## src/watchdog_pkg.sv

```systemverilog
// constants of the watchdog timeout reset block
// How it works
// - 12-bit prescaler feeds free-running 6-bit counter
// - overflow resets after 262128 or 8176 cycles
// - service write clears counter and prescaler 12-5
// - timeout drives reset pin low 32 cycles, flags
// - service read returns reset vector low byte
// - stop instruction clears the prescaler
// - power-on clears prescaler after 4096 cycles
// - internal reset clears prescaler and counter
// - reset vector fetch clears the prescaler
// - disable input follows configuration disable bit
// - rate select follows configuration rate bit
// - watchdog never requests a cpu interrupt
// - irq test-voltage monitor entry disables while applied
// - blank-vector monitor entry disables until power-on
// - break with reset-pin test voltage disables
// - wait mode keeps counting and may reset
// - stop mode gates clock, clears prescaler
// - disabled stop instruction gives illegal-opcode reset
// - disable bit one disables, zero enables
// - rate bit one short, zero long, reset clears
package watchdog_pkg;

  // ****************************************
  // register map (index, byte address)
  // ****************************************
  localparam logic [15:0] IDX_SERVICE  = 16'hffff;
  localparam logic [15:0] IDX_CONFIG   = 16'h0001;
  localparam logic [15:0] IDX_STATUS   = 16'h0002;
  localparam logic [17:0] ADDR_SERVICE = {IDX_SERVICE, 2'b00};
  localparam logic [17:0] ADDR_CONFIG  = {IDX_CONFIG, 2'b00};
  localparam logic [17:0] ADDR_STATUS  = {IDX_STATUS, 2'b00};

  // ****************************************
  // field positions
  // ****************************************
  localparam int CFG_DISABLE_POS = 0;
  localparam int CFG_RATE_POS    = 1;
  localparam int CFG_STOPEN_POS  = 2;
  localparam int CFG_LOCK_POS    = 3;
  localparam int ST_CAUSE_POS    = 0;
  localparam int ST_RUN_POS      = 1;
  localparam int ST_PIN_POS      = 2;
  localparam int ST_CNT_LSB      = 8;

  // ****************************************
  // reset values and cycle counts
  // ****************************************
  localparam logic [2:0]  CFG_RESET         = 3'h0;
  localparam logic [17:0] TIMEOUT_LONG_CYC  = 18'd262128;
  localparam logic [17:0] TIMEOUT_SHORT_CYC = 18'd8176;
  localparam logic [12:0] POR_DELAY_CYC     = 13'd4096;
  localparam logic [5:0]  RST_PULSE_CYC     = 6'd32;
  // arbitrary value, stands in for the reset vector low byte
  localparam logic [7:0]  RESET_VEC_LO      = 8'h3c;

  // pin sync lanes: irq test voltage, reset test voltage, reset pin
  localparam int SYNC_N   = 3;
  localparam int LN_TIRQ  = 0;
  localparam int LN_TRST  = 1;
  localparam int LN_RPIN  = 2;

endpackage

```

## src/watchdog_timeout_reset.sv

```systemverilog
// watchdog timeout reset block with apb register slave
`timescale 1ns/10ps
module watchdog_timeout_reset #(
  parameter logic [17:0] P_TIMEOUT_LONG  =
    watchdog_pkg::TIMEOUT_LONG_CYC,
  parameter logic [17:0] P_TIMEOUT_SHORT =
    watchdog_pkg::TIMEOUT_SHORT_CYC
) (
  input  wire logic        i_clk,
  input  wire logic        i_rst,
  input  wire logic        i_psel,
  input  wire logic        i_penable,
  input  wire logic        i_pwrite,
  input  wire logic [17:0] i_paddr,
  input  wire logic [31:0] i_pwdata,
  output      logic [31:0] o_prdata,
  output      logic        o_pready,
  output      logic        o_pslverr,
  input  wire logic        i_stop_exec,
  input  wire logic        i_stop_mode,
  input  wire logic        i_vector_fetch,
  input  wire logic        i_internal_reset,
  input  wire logic        i_monitor_entry,
  input  wire logic        i_vectors_blank,
  input  wire logic        i_break_active,
  input  wire logic        i_tst_irq,
  input  wire logic        i_tst_rst,
  input  wire logic        i_rst_pin_i,
  output      logic        o_rst_pin_o,
  output      logic        o_rst_pin_oe,
  output      logic        o_wd_reset,
  output      logic        o_illegal_reset,
  output      logic        o_stop_grant
);
  import watchdog_pkg::*;

  // ****************************************
  // state
  // ****************************************
  typedef struct packed {
    logic [11:0]        pre;
    logic [5:0]         cnt;
    logic [5:0]         pulse;
    logic [12:0]        por;
    logic               por_done;
    logic [2:0]         cfg;
    logic               cfg_lock;
    logic               cause;
    logic [SYNC_N-1:0]  s1;
    logic [SYNC_N-1:0]  s2;
    logic [SYNC_N-1:0]  s3;
    logic [SYNC_N-1:0]  filt;
    logic               mon_tst;
    logic               mon_blank;
    logic [31:0]        rdata;
    logic               illegal;
    logic               stop_ok;
  } state_type;

  state_type   q;
  state_type   d;
  logic        wr_acc;
  logic        rd_setup;
  logic        hit;
  logic        disabled;
  logic        run;
  logic        timeout;
  logic [17:0] tot;
  logic [17:0] limit_m1;

  // ****************************************
  // bus decode
  // ****************************************
  assign hit = (i_paddr == ADDR_SERVICE) || (i_paddr == ADDR_CONFIG)
            || (i_paddr == ADDR_STATUS);
  assign wr_acc   = i_psel && i_penable && i_pwrite;
  assign rd_setup = i_psel && !i_penable && !i_pwrite;
  // zero wait states: read data is latched in the setup phase
  assign o_pready  = i_psel && i_penable;
  assign o_pslverr = i_psel && i_penable && !hit;

  // ****************************************
  // timeout decision
  // ****************************************
  // disable sources
  assign disabled = q.cfg[CFG_DISABLE_POS] || q.mon_blank
    || (q.mon_tst && (q.filt[LN_TIRQ] || q.filt[LN_TRST]))
    || (i_break_active && q.filt[LN_TRST]);
  // wait mode does not stop counting; stop does
  assign run = !i_stop_mode && !disabled && (q.pulse == 6'd0);
  assign tot = {q.cnt, q.pre};
  assign limit_m1 = q.cfg[CFG_RATE_POS] ? P_TIMEOUT_SHORT - 18'd1
                                        : P_TIMEOUT_LONG - 18'd1;
  // overflow point of the combined count
  assign timeout = run && (tot == limit_m1);

  // ****************************************
  // next state
  // ****************************************
  always_comb begin
    d = q;
    d.illegal = 1'b0;
    d.stop_ok = 1'b0;
    // pin lanes: three stages, change taken once two agree
    d.s1 = {i_rst_pin_i, i_tst_rst, i_tst_irq};
    d.s2 = q.s1;
    d.s3 = q.s2;
    for (int i = 0; i < SYNC_N; i++) begin
      if (q.s2[i] == q.s3[i]) begin
        d.filt[i] = q.s3[i];
      end
    end

    // prescaler carries into the 6-bit counter
    if (q.pulse != 6'd0) begin
      // our own reset is an internal reset too
      d.pulse = q.pulse - 6'd1;
      d.pre   = 12'h000;
      d.cnt   = 6'd0;
    end else if (timeout) begin
      // start pin pulse and record the cause
      d.pulse = RST_PULSE_CYC;
      d.cause = 1'b1;
      d.pre   = 12'h000;
      d.cnt   = 6'd0;
    end else if (run) begin
      {d.cnt, d.pre} = tot + 18'd1;
    end

    // service write; stages 4-1 run on
    if (wr_acc && i_paddr == ADDR_SERVICE && q.pulse == 6'd0
        && !timeout) begin
      d.cnt      = 6'd0;
      d.pre[11:4] = 8'h00;
    end

    // prescaler cleared once power-up delay ends
    if (!q.por_done) begin
      d.por = q.por + 13'd1;
      if (d.por == POR_DELAY_CYC) begin
        d.por_done = 1'b1;
        d.pre      = 12'h000;
      end
    end

    if (i_stop_exec) begin
      if (q.cfg[CFG_STOPEN_POS]) begin
        d.pre     = 12'h000;
        d.stop_ok = 1'b1;
      end else begin
        d.illegal = 1'b1;
      end
    end
    // stop mode holds the prescaler clear
    if (i_stop_mode) begin
      d.pre = 12'h000;
    end
    if (i_vector_fetch) begin
      d.pre = 12'h000;
    end
    // other internal resets clear both stages
    if (i_internal_reset) begin
      d.pre = 12'h000;
      d.cnt = 6'd0;
    end

    if (i_monitor_entry) begin
      if (q.filt[LN_TIRQ]) begin
        d.mon_tst = 1'b1;
      end else if (i_vectors_blank) begin
        d.mon_blank = 1'b1;
      end
    end else if (!q.filt[LN_TIRQ] && !q.filt[LN_TRST]) begin
      d.mon_tst = 1'b0;
    end

    // configuration is write-once after reset
    if (wr_acc && i_paddr == ADDR_CONFIG && !q.cfg_lock) begin
      d.cfg      = i_pwdata[2:0];
      d.cfg_lock = 1'b1;
    end
    // cause is write-one-to-clear; a new timeout wins
    if (wr_acc && i_paddr == ADDR_STATUS && i_pwdata[ST_CAUSE_POS]
        && !timeout) begin
      d.cause = 1'b0;
    end

    if (rd_setup) begin
      d.rdata = 32'h0000_0000;
      unique case (i_paddr)
        // service location reads the vector byte
        ADDR_SERVICE: d.rdata[7:0] = RESET_VEC_LO;
        ADDR_CONFIG: begin
          d.rdata[2:0]          = q.cfg;
          d.rdata[CFG_LOCK_POS] = q.cfg_lock;
        end
        ADDR_STATUS: begin
          d.rdata[ST_CAUSE_POS]             = q.cause;
          d.rdata[ST_RUN_POS]               = run;
          d.rdata[ST_PIN_POS]               = q.filt[LN_RPIN];
          d.rdata[ST_CNT_LSB+5:ST_CNT_LSB]  = q.cnt;
        end
        default: d.rdata = 32'h0000_0000;
      endcase
    end
  end

  // ****************************************
  // registers
  // ****************************************
  always_ff @(posedge i_clk or posedge i_rst) begin
    if (i_rst) begin
      q          <= '0;
      // reset clears rate select and the rest
      q.cfg      <= CFG_RESET;
      // reset pin idles high, test lanes low: no false edge
      q.s1       <= 3'h4;
      q.s2       <= 3'h4;
      q.s3       <= 3'h4;
      q.filt     <= 3'h4;
    end else begin
      q <= d;
    end
  end

  // ****************************************
  // outputs
  // ****************************************
  // timeout actions are the reset pulse and the cause flag
  assign o_rst_pin_o     = 1'b0;
  assign o_rst_pin_oe    = (q.pulse != 6'd0);
  assign o_wd_reset      = (q.pulse != 6'd0);
  assign o_prdata        = q.rdata;
  assign o_illegal_reset = q.illegal;
  assign o_stop_grant    = q.stop_ok;

  logic svc_wr;
  assign svc_wr = wr_acc && (i_paddr == ADDR_SERVICE);

  logic por_hit;
  // power-on delay ends this cycle and clears the prescaler
  assign por_hit = !q.por_done && (q.por == POR_DELAY_CYC - 13'd1);
endmodule // watchdog_timeout_reset

```

## config.mk

```make
export PLATFORM = sky130hd
export DESIGN_NAME = watchdog_timeout_reset
export DESIGN_NICKNAME = d
export VERILOG_FILES = /design/src/watchdog_pkg.sv /design/src/watchdog_timeout_reset.sv
export SDC_FILE = /design/constraint.sdc
export NUM_CORES = 1
export LEC_CHECK = 0
export BUFFER_PORTS_ARGS = -buffer_cell sky130_fd_sc_hd__buf_2
export CAP_MARGIN = 20
export CORE_ASPECT_RATIO = 0.7
export CORE_UTILIZATION = 49
export CTS_BUF_LIST = sky130_fd_sc_hd__clkbuf_8
export DETAILED_ROUTE_END_ITERATION = 10
export PLACE_DENSITY_LB_ADDON = 0.25
export SYNTH_ARGS = -nofsm -noshare
export SYNTH_HDL_FRONTEND = slang
export SYNTH_SLANG_ARGS = --single-unit
```

## constraint.sdc

```tcl
create_clock -name i_clk -period 2.1 [get_ports i_clk]
set_input_delay 0.42 -clock i_clk [delete_from_list [all_inputs] [get_ports i_clk]]
set_output_delay 0.42 -clock i_clk [all_outputs]
set_load 0.01 [all_outputs]
```

==> run metrics, run 1 <==
TritonRoute pass-1 iters=5; CP Buf/Inv Count=2; uppermost layer routed=met4; Pwr Density=607 nW/um^2; Core ar.=7450 um^2; Clock Path Buffers=2; critical-path cell list=ha_2 -> nand4_1 -> nor3b_2 -> nand2_1 -> a2111oi_4 -> buf_4 -> clkbuf_16 -> nor4_2; antenna fix cells=0; Clock Sinks=70; hold-fix buffers at CTS=0; largest net degree at the start of global routing=49; unrepaired setup endpoints after global routing=yes; die height=76.3 um; WL final=8490 um; routability cong.=0.821; Tot Pwr=2.81 mW; post-route minimum period=2070 ps; synthesized instance count=380; via/cell ratio=5.46; Nets=524; Reg clk slew, reported paths=80 ps; Slew Limit Fails=0; Layout fillers=624; antenna violations before repair=0; wire per inst=15.2 um; Routed Antenna Nets=0; Fin. Hold Viols=0; synth unique cells=60; Sequential Area=1760 um^2; CP Launch Type=flip-flop; Tot GR Track Use=21.8%; CTS tree=done; Via Count=3045; register area share after synthesis=45.5%; WP data required=2310 ps; Die W=108 um; CP max stage cell=dfrtp_2; endpoints failing setup=0; status=finished, final reports clean; standby leakage power=1.97 nW; Starting Density=51.8%; fmax=484 MHz; DP HPWL=5990 um; layout cell share with drive strength beyond 1=35.4%; Final Skew=11.1 ps; Synth warnings=0; IO Pins=104; Final Cycle Share=98.3%; die area=8240 um^2; WL met1=4160 um; CTS buffer count=9; Clk Latency, worst-skew pair=350 ps; Clock Tree Root=clkbuf_8; # placed instances=532; first-pass GRT wire length=14100 um; H-tree depth=3; IO buf count=53; fin cells=558; CP Capture Type=flip-flop; category of the most critical setup path=flip-flop to flip-flop; initial drt markers=162; GRT overflow=0; met2 routed WL=3820 um; EDFF count, synth=0; WP data arrival=2280 ps; Multi-input gate area=1870 um^2; VDD IR max=0.404 mV; asr flop ratio synth=100%; Met3 Routed Length=408 um; CP top delay family=simple AND/OR/NAND/NOR gates; FF+latch count, synth=70; area delta synth->final=19.7%; crit path max fanout=6; Hold Path Class=input port to async pin; vias in the first global route=2925; max-cap viol count=0; Post-synth top flop=dfrtp_1; Slowest Stage Delay on Critical Path=390 ps; synthesized cell area=3860 um^2; num rows=26; Avg Cell Area, Syn=10.2 um^2; post-route DRC violation count=0
-- power breakdown --
group / internal, mW / switching (mW) / leakage [nW]
Sequential: 1.38 / 0.0181 / 0.906
Clock: 0.685 / 0.546 / 0.108
Combinational: 0.0657 / 0.111 / 0.955
Total: 2.13 / 0.675 / 1.97
-- per-stage QoR --
step                      cell area [um^2]  setup slack, ps  setup TNS, ps  util, %  hold slack [ps]
final                                 4620             34.7              0     62.1             97.2
after global routing                  4620            -67.8           -569     62.1              122
after CTS                             4470             10.2              0     59.9             88.2
after detailed placement              4230             5.43              0     56.8              336
after global placement                4230             54.7              0     56.8              338
after floorplan                       3940              165              0        -              331
-- cells in the mapped netlist, drive strengths merged, types with 2 or more instances --
cell type  count  area, um^2
a21oi          3        15.0
a221oi         2        17.5
a31oi          4        25.0
and2           4        25.0
and3           5        32.5
buf           39         292
clkbuf         6        27.5
dfrtp         66        1650
dfstp          4         105
ha             4        50.1
inv           16        60.1
maj3           3        30.0
mux2           6        67.6
mux2i          2        20.0
nand2         33         124
nand2b         3        18.8
nand3         23         125
nand4         13        87.6
nand4b         3        26.3
nor2          17        63.8
nor2b          2        12.5
nor3          19         125
nor3b          4        35.0
nor4          26         213
o2111ai        7        67.6
o21a           4        30.0
o21ai          9        45.0
o2bb2ai        2        17.5
o31a           3        26.3
or3            5        31.3
or4            4        37.5
xnor2         24         210
xor2           3        26.3
-- worst reg2reg max path, cell delays in order, from the launching register on --
cell and delay [ps]:
dfrtp_2 390, ha_2 190, nand4_1 240, nor3b_2 240, nand2_1 130, a2111oi_4 350
buf_4 190, clkbuf_16 150, nor4_2 50
-- cells in the final DEF (no fill, tap or decap), drive strengths merged, types with 2 or more instances in the layout --
cell,instances
buf,88
dfrtp,66
nand2,33
nor4,26
xnor2,24
nand3,23
conb,21
nor3,19
inv,18
nor2,17
nand4,13
clkbuf,10
o21ai,9
o2111ai,7
mux2,6
or3,5
and3,5
o21a,4
dfstp,4
nor3b,4
and2,4
a31oi,4
ha,4
or4,4
a21oi,3
maj3,3
nand2b,3
nand4b,3
o31a,3
clkinvlp,3
xor2,3
o2bb2ai,2
mux2i,2
a221oi,2
bufinv,2
nor2b,2
-- cell families after synthesis --
group	after synthesis	synth area share, %
AND/OR/NAND/NOR	164	25.4
flip-flops	70	45.5
buffers and inverters	61	9.82
AO/OA/AOI/OAI	42	8.72
XOR/XNOR	27	6.12
multiplexers	8	2.27
adder cells (fa/ha/maj)	7	2.07
other	1	0.0971
-- state kept, by name, indices dropped and copies added, names as in the netlist --
name	flops
q	51
o_prdata	11
d	6
o_illegal_reset	1
o_stop_grant	1
-- area by class of cell --
type / count / share of cell area, %
Timing Repair Buffer: 89 / 12.5
Tap cell: 98 / 2.65
Multi-Input combinational cell: 269 / 40.4
Clock buffer: 9 / 2.68
Sequential cell: 70 / 38.1
Clock inverter: 7 / 2.25
Inverter: 16 / 1.38
-- routing by layer --
metal	up-vias	GRT usage, %
met3	14	5.82
li1	1476	-
met2	82	32.7
met1	1473	31.2
met5	-	0
met4	0	5.62
-- worst paths after layout --
path / slack (ps) / end / cells past startpoint / startpoint
worst max register to register: 30 / q[85] / 8 / q[55]
worst min-delay path: 100 / q[67] / 2 / i_rst
min in group i_clk: 170 / d[44] / 1 / i_rst_pin_i
max in group asynchronous: 1410 / q[60] / 3 / i_rst
worst min register to register: 350 / d[39] / 0 / d[42]
worst max-delay path: 30 / q[85] / 8 / q[55]
-- what timing repair did --
item / CTS / global route
resized for setup: 1 / 19
hold endpoints to repair: 0 / 0
cloned: 0 / 1
pin swaps: 0 / 9
setup buffers: 1 / 8
setup endpoints to repair: 10 / 16
Power figures use the tool's default switching activity.
==> inputs of run 2 (changes only) <==
--- a/config.mk
+++ b/config.mk
@@ -11,6 +11,7 @@
 export CORE_UTILIZATION = 49
 export CTS_BUF_LIST = sky130_fd_sc_hd__clkbuf_8
 export DETAILED_ROUTE_END_ITERATION = 10
+export GPL_ROUTABILITY_DRIVEN = 0
 export PLACE_DENSITY_LB_ADDON = 0.25
 export SYNTH_ARGS = -nofsm -noshare
 export SYNTH_HDL_FRONTEND = slang
==> constraint.sdc (replaced) <==
create_clock -name i_clk -period 2.1 [get_ports i_clk]
set_input_delay 0.105 -clock i_clk [delete_from_list [all_inputs] [get_ports i_clk]]
set_output_delay 0.105 -clock i_clk [all_outputs]
set_load 0.01 [all_outputs]
==> run 2 against run 1 <==
Compared with the run above: clock-buffer cell count up 2; worst setup slack worse by 6.5 ps; utilization is 0.64 points higher.
==> run metrics, run 2 (synthesized netlist as in run 1, its figures left out) <==
first-pass GRT wire length=14000 um; Starting Density=51.8%; post-route DRC violation count=0; Clock Path Buffers=2; CTS tree=done; CP Buf/Inv Count=2; Core ar.=7450 um^2; die area=8240 um^2; largest net degree at the start of global routing=46; fmax=483 MHz; endpoints failing setup=0; max-cap viol count=0; Reg clk slew, reported paths=80 ps; CTS buffer count=9; unrepaired setup endpoints after global routing=yes; Die W=108 um; critical-path cell list=ha_2 -> nand4_1 -> nor3b_2 -> nand2_2 -> a2111oi_4 -> buf_4 -> clkbuf_16 -> nor4_2; TritonRoute pass-1 iters=4; Biggest register=q; Hold WS=22.1 ps; layout cell share with drive strength beyond 1=33.0%; die height=76.3 um; via/cell ratio=5.48; Tot GR Track Use=21.8%; Final Cycle Share=98.7%; FF-to-FF setup slack=30 ps; Final Skew=13.8 ps; area delta synth->final=21.0%; leading cell types in the layout, fill and taps excluded=dfrtp_1 (62), buf_2 (53), nand2_1 (31); VDD IR max=0.472 mV; H-tree depth=3; vias in the first global route=3021; DP HPWL=5850 um; CP Launch Type=flip-flop; CP Capture Type=flip-flop; category of the most critical setup path=flip-flop to flip-flop; Final Core Density=62.7%; Clock Sinks=70; antenna violations before repair=0; Pwr Density=575 nW/um^2; WL final=8410 um; wire per inst=14.9 um; standby leakage power=2.01 nW; WP data required=2320 ps; fin cells=565; Slew headroom=63.6%; Slowest Stage Delay on Critical Path=400 ps; Nets=531; Hold Path Class=input port to flip-flop; Worst Reg2Reg Path Length in Cells=8; Least-Margin Pin Slew=540 ps; crit path max fanout=6; Fin. Hold Viols=0; Clk Latency, worst-skew pair=350 ps; GRT overflow=0; CP max stage cell=dfrtp_1; Worst path depth=8; Clock Tree Root=clkbuf_8; IO buf count=53; CP top delay family=simple AND/OR/NAND/NOR gates; Slew Limit Fails=0; IO Pins=104; WP data arrival=2290 ps; initial drt markers=227; Via Count=3096; Tot Pwr=2.68 mW; max FFs per register=51; Routed Antenna Nets=0; commonest non-fill, non-tap cell in the layout=dfrtp_1; post-route minimum period=2070 ps; antenna fix cells=0; # placed instances=528; WHS Path Cells=3; num rows=26; status=finished, final reports clean
## run 2: changes by cell type in the layout (fill, tap and decap cells not counted), sizes merged
| cell | change |
|---|---|
| dlygate4sd3 | +9 |
| buf | -3 |
| clkinvlp | -1 |
| clkinv | +1 |
| clkbuf | +2 |
| bufinv | -1 |
## run 2: area by class of cell
type                       count  area [um^2]
inverter                      16         62.6
clock buffer                  11          151
clock inverter                 5         50.0
timing repair buffer          95          658
sequential                    70         1760
timing repair inverter         1         7.51
multi-input combinational    269         1860
fill                         609         2780
tap                           98          123
## run 2: final timing paths
check	start	to
max reg2reg	q[55]	q[89]
min in group asynchronous	i_rst	q[48]
min reg2reg	d[42]	d[39]
max in group asynchronous	i_rst	q[57]
max	q[55]	q[89]
min	i_monitor_entry	q[35]
## run 2: per-layer routing
metal  share of wire (%)  GRT usage [%]
met5                   0              0
met3                 4.6           5.47
met4                0.54           6.99
met1                  50           31.4
met2                  45           32.1
## run 2: stage by stage
stage	setup slack, ps	TNS, ps	instance area, um^2
global placement	59.7	0	4210
global route	-115	-1190	4670
detailed placement	19.7	0	4210
finish	28.2	0	4670
CTS	7.13	0	4510
floorplan	165	0	3940
## run 2: report_power, final
part	internal, mW	leakage, nW	switching, mW	total [mW]
logic	0.0774	0.997	0.110	0.188
registers	1.38	0.908	0.0179	1.40
clock network	0.603	0.108	0.493	1.10
## run 2: tightest hold or removal path, delay by kind of cell
family                 cells  cell delay [ps]
and+or+nand+nor            2              120
buffers and inverters      1              100
## run 2: repair_timing
action,CTS,global route
hold buffers,9,0
resized for setup,0,18
endpoints found under the hold margin,29,0
setup endpoints to repair,5,17
cloned,0,2
setup buffers,1,9
pin swaps,0,8
==> inputs of run 3 (changes only) <==
--- a/config.mk
+++ b/config.mk
@@ -8,11 +8,12 @@
 export BUFFER_PORTS_ARGS = -buffer_cell sky130_fd_sc_hd__buf_2
 export CAP_MARGIN = 20
 export CORE_ASPECT_RATIO = 0.7
-export CORE_UTILIZATION = 49
+export CORE_UTILIZATION = 55
 export CTS_BUF_LIST = sky130_fd_sc_hd__clkbuf_8
 export DETAILED_ROUTE_END_ITERATION = 10
 export GPL_ROUTABILITY_DRIVEN = 0
 export PLACE_DENSITY_LB_ADDON = 0.25
+export REMOVE_ABC_BUFFERS = 1
 export SYNTH_ARGS = -nofsm -noshare
 export SYNTH_HDL_FRONTEND = slang
 export SYNTH_SLANG_ARGS = --single-unit
==> constraint.sdc (replaced) <==
create_clock -name i_clk -period 2.4 [get_ports i_clk]
set_input_delay 0.12 -clock i_clk [delete_from_list [all_inputs] [get_ports i_clk]]
set_output_delay 0.12 -clock i_clk [all_outputs]
set_load 0.01 [all_outputs]
==> run 3 against run 2 <==
Compared with the run above: power is 14% lower; critical path depth is 1 lower; sequential power is 12% lower; register-to-register slack better by 240 ps; worst setup slack better by 240 ps; critical path type unchanged; die area is 11% lower; first-iteration DRC count is 16% lower; worst hold slack worse by 6.1 ps.
==> run metrics, run 3 (synthesized netlist as in run 1, its figures left out) <==
status=finished, final reports clean; Via Count=2989; post-route DRC violation count=0; Multi-input gate area=1800 um^2; area delta synth->final=13.0%; layout cell share with drive strength beyond 1=26.1%; WP data arrival=2360 ps; Post-CTS Resized=0; Slowest Stage Delay on Critical Path=460 ps; GRT overflow=0; endpoints failing setup=0; wire per inst=14.9 um; critical-path cell list=ha_1 -> nand4_1 -> nor3b_1 -> nand2_1 -> a2111oi_4 -> buf_12 -> nor4_1; Final Cycle Share=88.9%; post-route minimum period=2130 ps; Reg clk slew, reported paths=70 ps; Layout fillers=569; crit path max fanout=12; Slew headroom=55.7%; Sequential Area=1760 um^2; Biggest register=q; via/cell ratio=5.60; num rows=25; CTS tree=done; antenna violations before repair=0; Worst Reg2Reg Path Length in Cells=7; first-pass GRT wire length=13700 um; Final Skew=6.56 ps; initial drt markers=190; Least-Margin Pin Slew=664 ps; die area=7360 um^2; Tot Pwr=2.30 mW; reg2reg end=q[90]; Clk Latency, worst-skew pair=360 ps; TritonRoute pass-1 iters=4; max-cap viol count=0; standby leakage power=1.85 nW; antenna fix cells=0; Core ar.=6760 um^2; Die W=102 um; Starting Density=57.1%; WHS Path Cells=3; Clock Sinks=70; FF-to-FF setup slack=270 ps; Nets=504; FF-to-FF Start=q[54]; HP Start=i_monitor_entry; CP max stage cell=dfrtp_1; DP HPWL=5820 um; Tot GR Track Use=24.8%; die height=72.1 um; Hold Path Class=input port to flip-flop; CP Capture Type=flip-flop; IO buf count=53; setup TNS=0 ps; Clock Path Buffers=2; vias in the first global route=2855; largest net degree at the start of global routing=41; max FFs per register=51; unrepaired setup endpoints after global routing=no; Slew Limit Fails=0; VDD IR max=0.492 mV; Pwr Density=527 nW/um^2; IO Pins=104; Fin. Hold Viols=0; # placed instances=509; Clock Tree Root=clkbuf_8; WP data required=2630 ps; WHS Endpoint=q[35]; fin cells=534; CTS buffer count=9; Final Core Density=64.6%; fmax=469 MHz; CP Launch Type=flip-flop; category of the most critical setup path=flip-flop to flip-flop; WL final=7970 um; H-tree depth=3; Routed Antenna Nets=0; leading cell types in the layout, fill and taps excluded=dfrtp_1 (66), buf_2 (53), nand2_1 (33); commonest non-fill, non-tap cell in the layout=dfrtp_1
## run 3: worst max-delay path, delay by kind of cell, from the launching register on
kind                     cells  cell delay, ps
AO/OA/AOI/OAI                1             420
adder cells (fa/ha/maj)      1             250
buffers and inverters        1             200
flip-flops                   1             460
AND/OR/NAND/NOR              4             680
## run 3: area by class of cell
class                           count  area share [%]
Clock buffer                       12            3.79
Clock inverter                      4           0.688
Multi-Input combinational cell    269            41.3
Timing Repair Buffer               69            9.92
Sequential cell                    70            40.3
Tap cell                           94            2.70
Inverter                           16            1.38
## run 3: how the worst max path moves through the flow
stage	start	endpoint	slack, ps	depth (start not counted)
after floorplan	q[54]	q[83]	210	6
after global routing	q[54]	q[83]	40	7
after detailed placement	q[54]	q[90]	280	7
after CTS	q[54]	q[90]	270	7
final	q[54]	q[90]	270	7
after global placement	q[54]	q[83]	310	7
## run 3: timing repair
item | 4_1_cts | 5_1_grt
buffers inserted | 0 | 0
hold endpoints to repair | 38 | 0
endpoints found under the setup margin | 0 | 0
hold buffers | 9 | 0
## run 3: metal layers
layer,global-route usage [%],part of all wire [%]
met2,36.2,46
met5,0,0
met1,34.7,47
met4,9.37,1.6
met3,7.90,5.4
## run 3: where the power goes
part	switching [mW]	internal, mW	total [mW]	leakage, nW
Combinational	0.0973	0.0634	0.161	0.835
Clock	0.452	0.461	0.913	0.0986
Sequential	0.0157	1.21	1.23	0.913
## run 3: through the flow
step / worst slack (ps) / hold WS [ps] / instance area, um^2
after floorplan: 210 / 124 / 3620
after global placement: 306 / 227 / 4080
after detailed placement: 279 / 226 / 4080
after CTS: 269 / 0.879 / 4360
after global routing: 43.5 / 11.0 / 4360
final: 266 / 16.0 / 4360
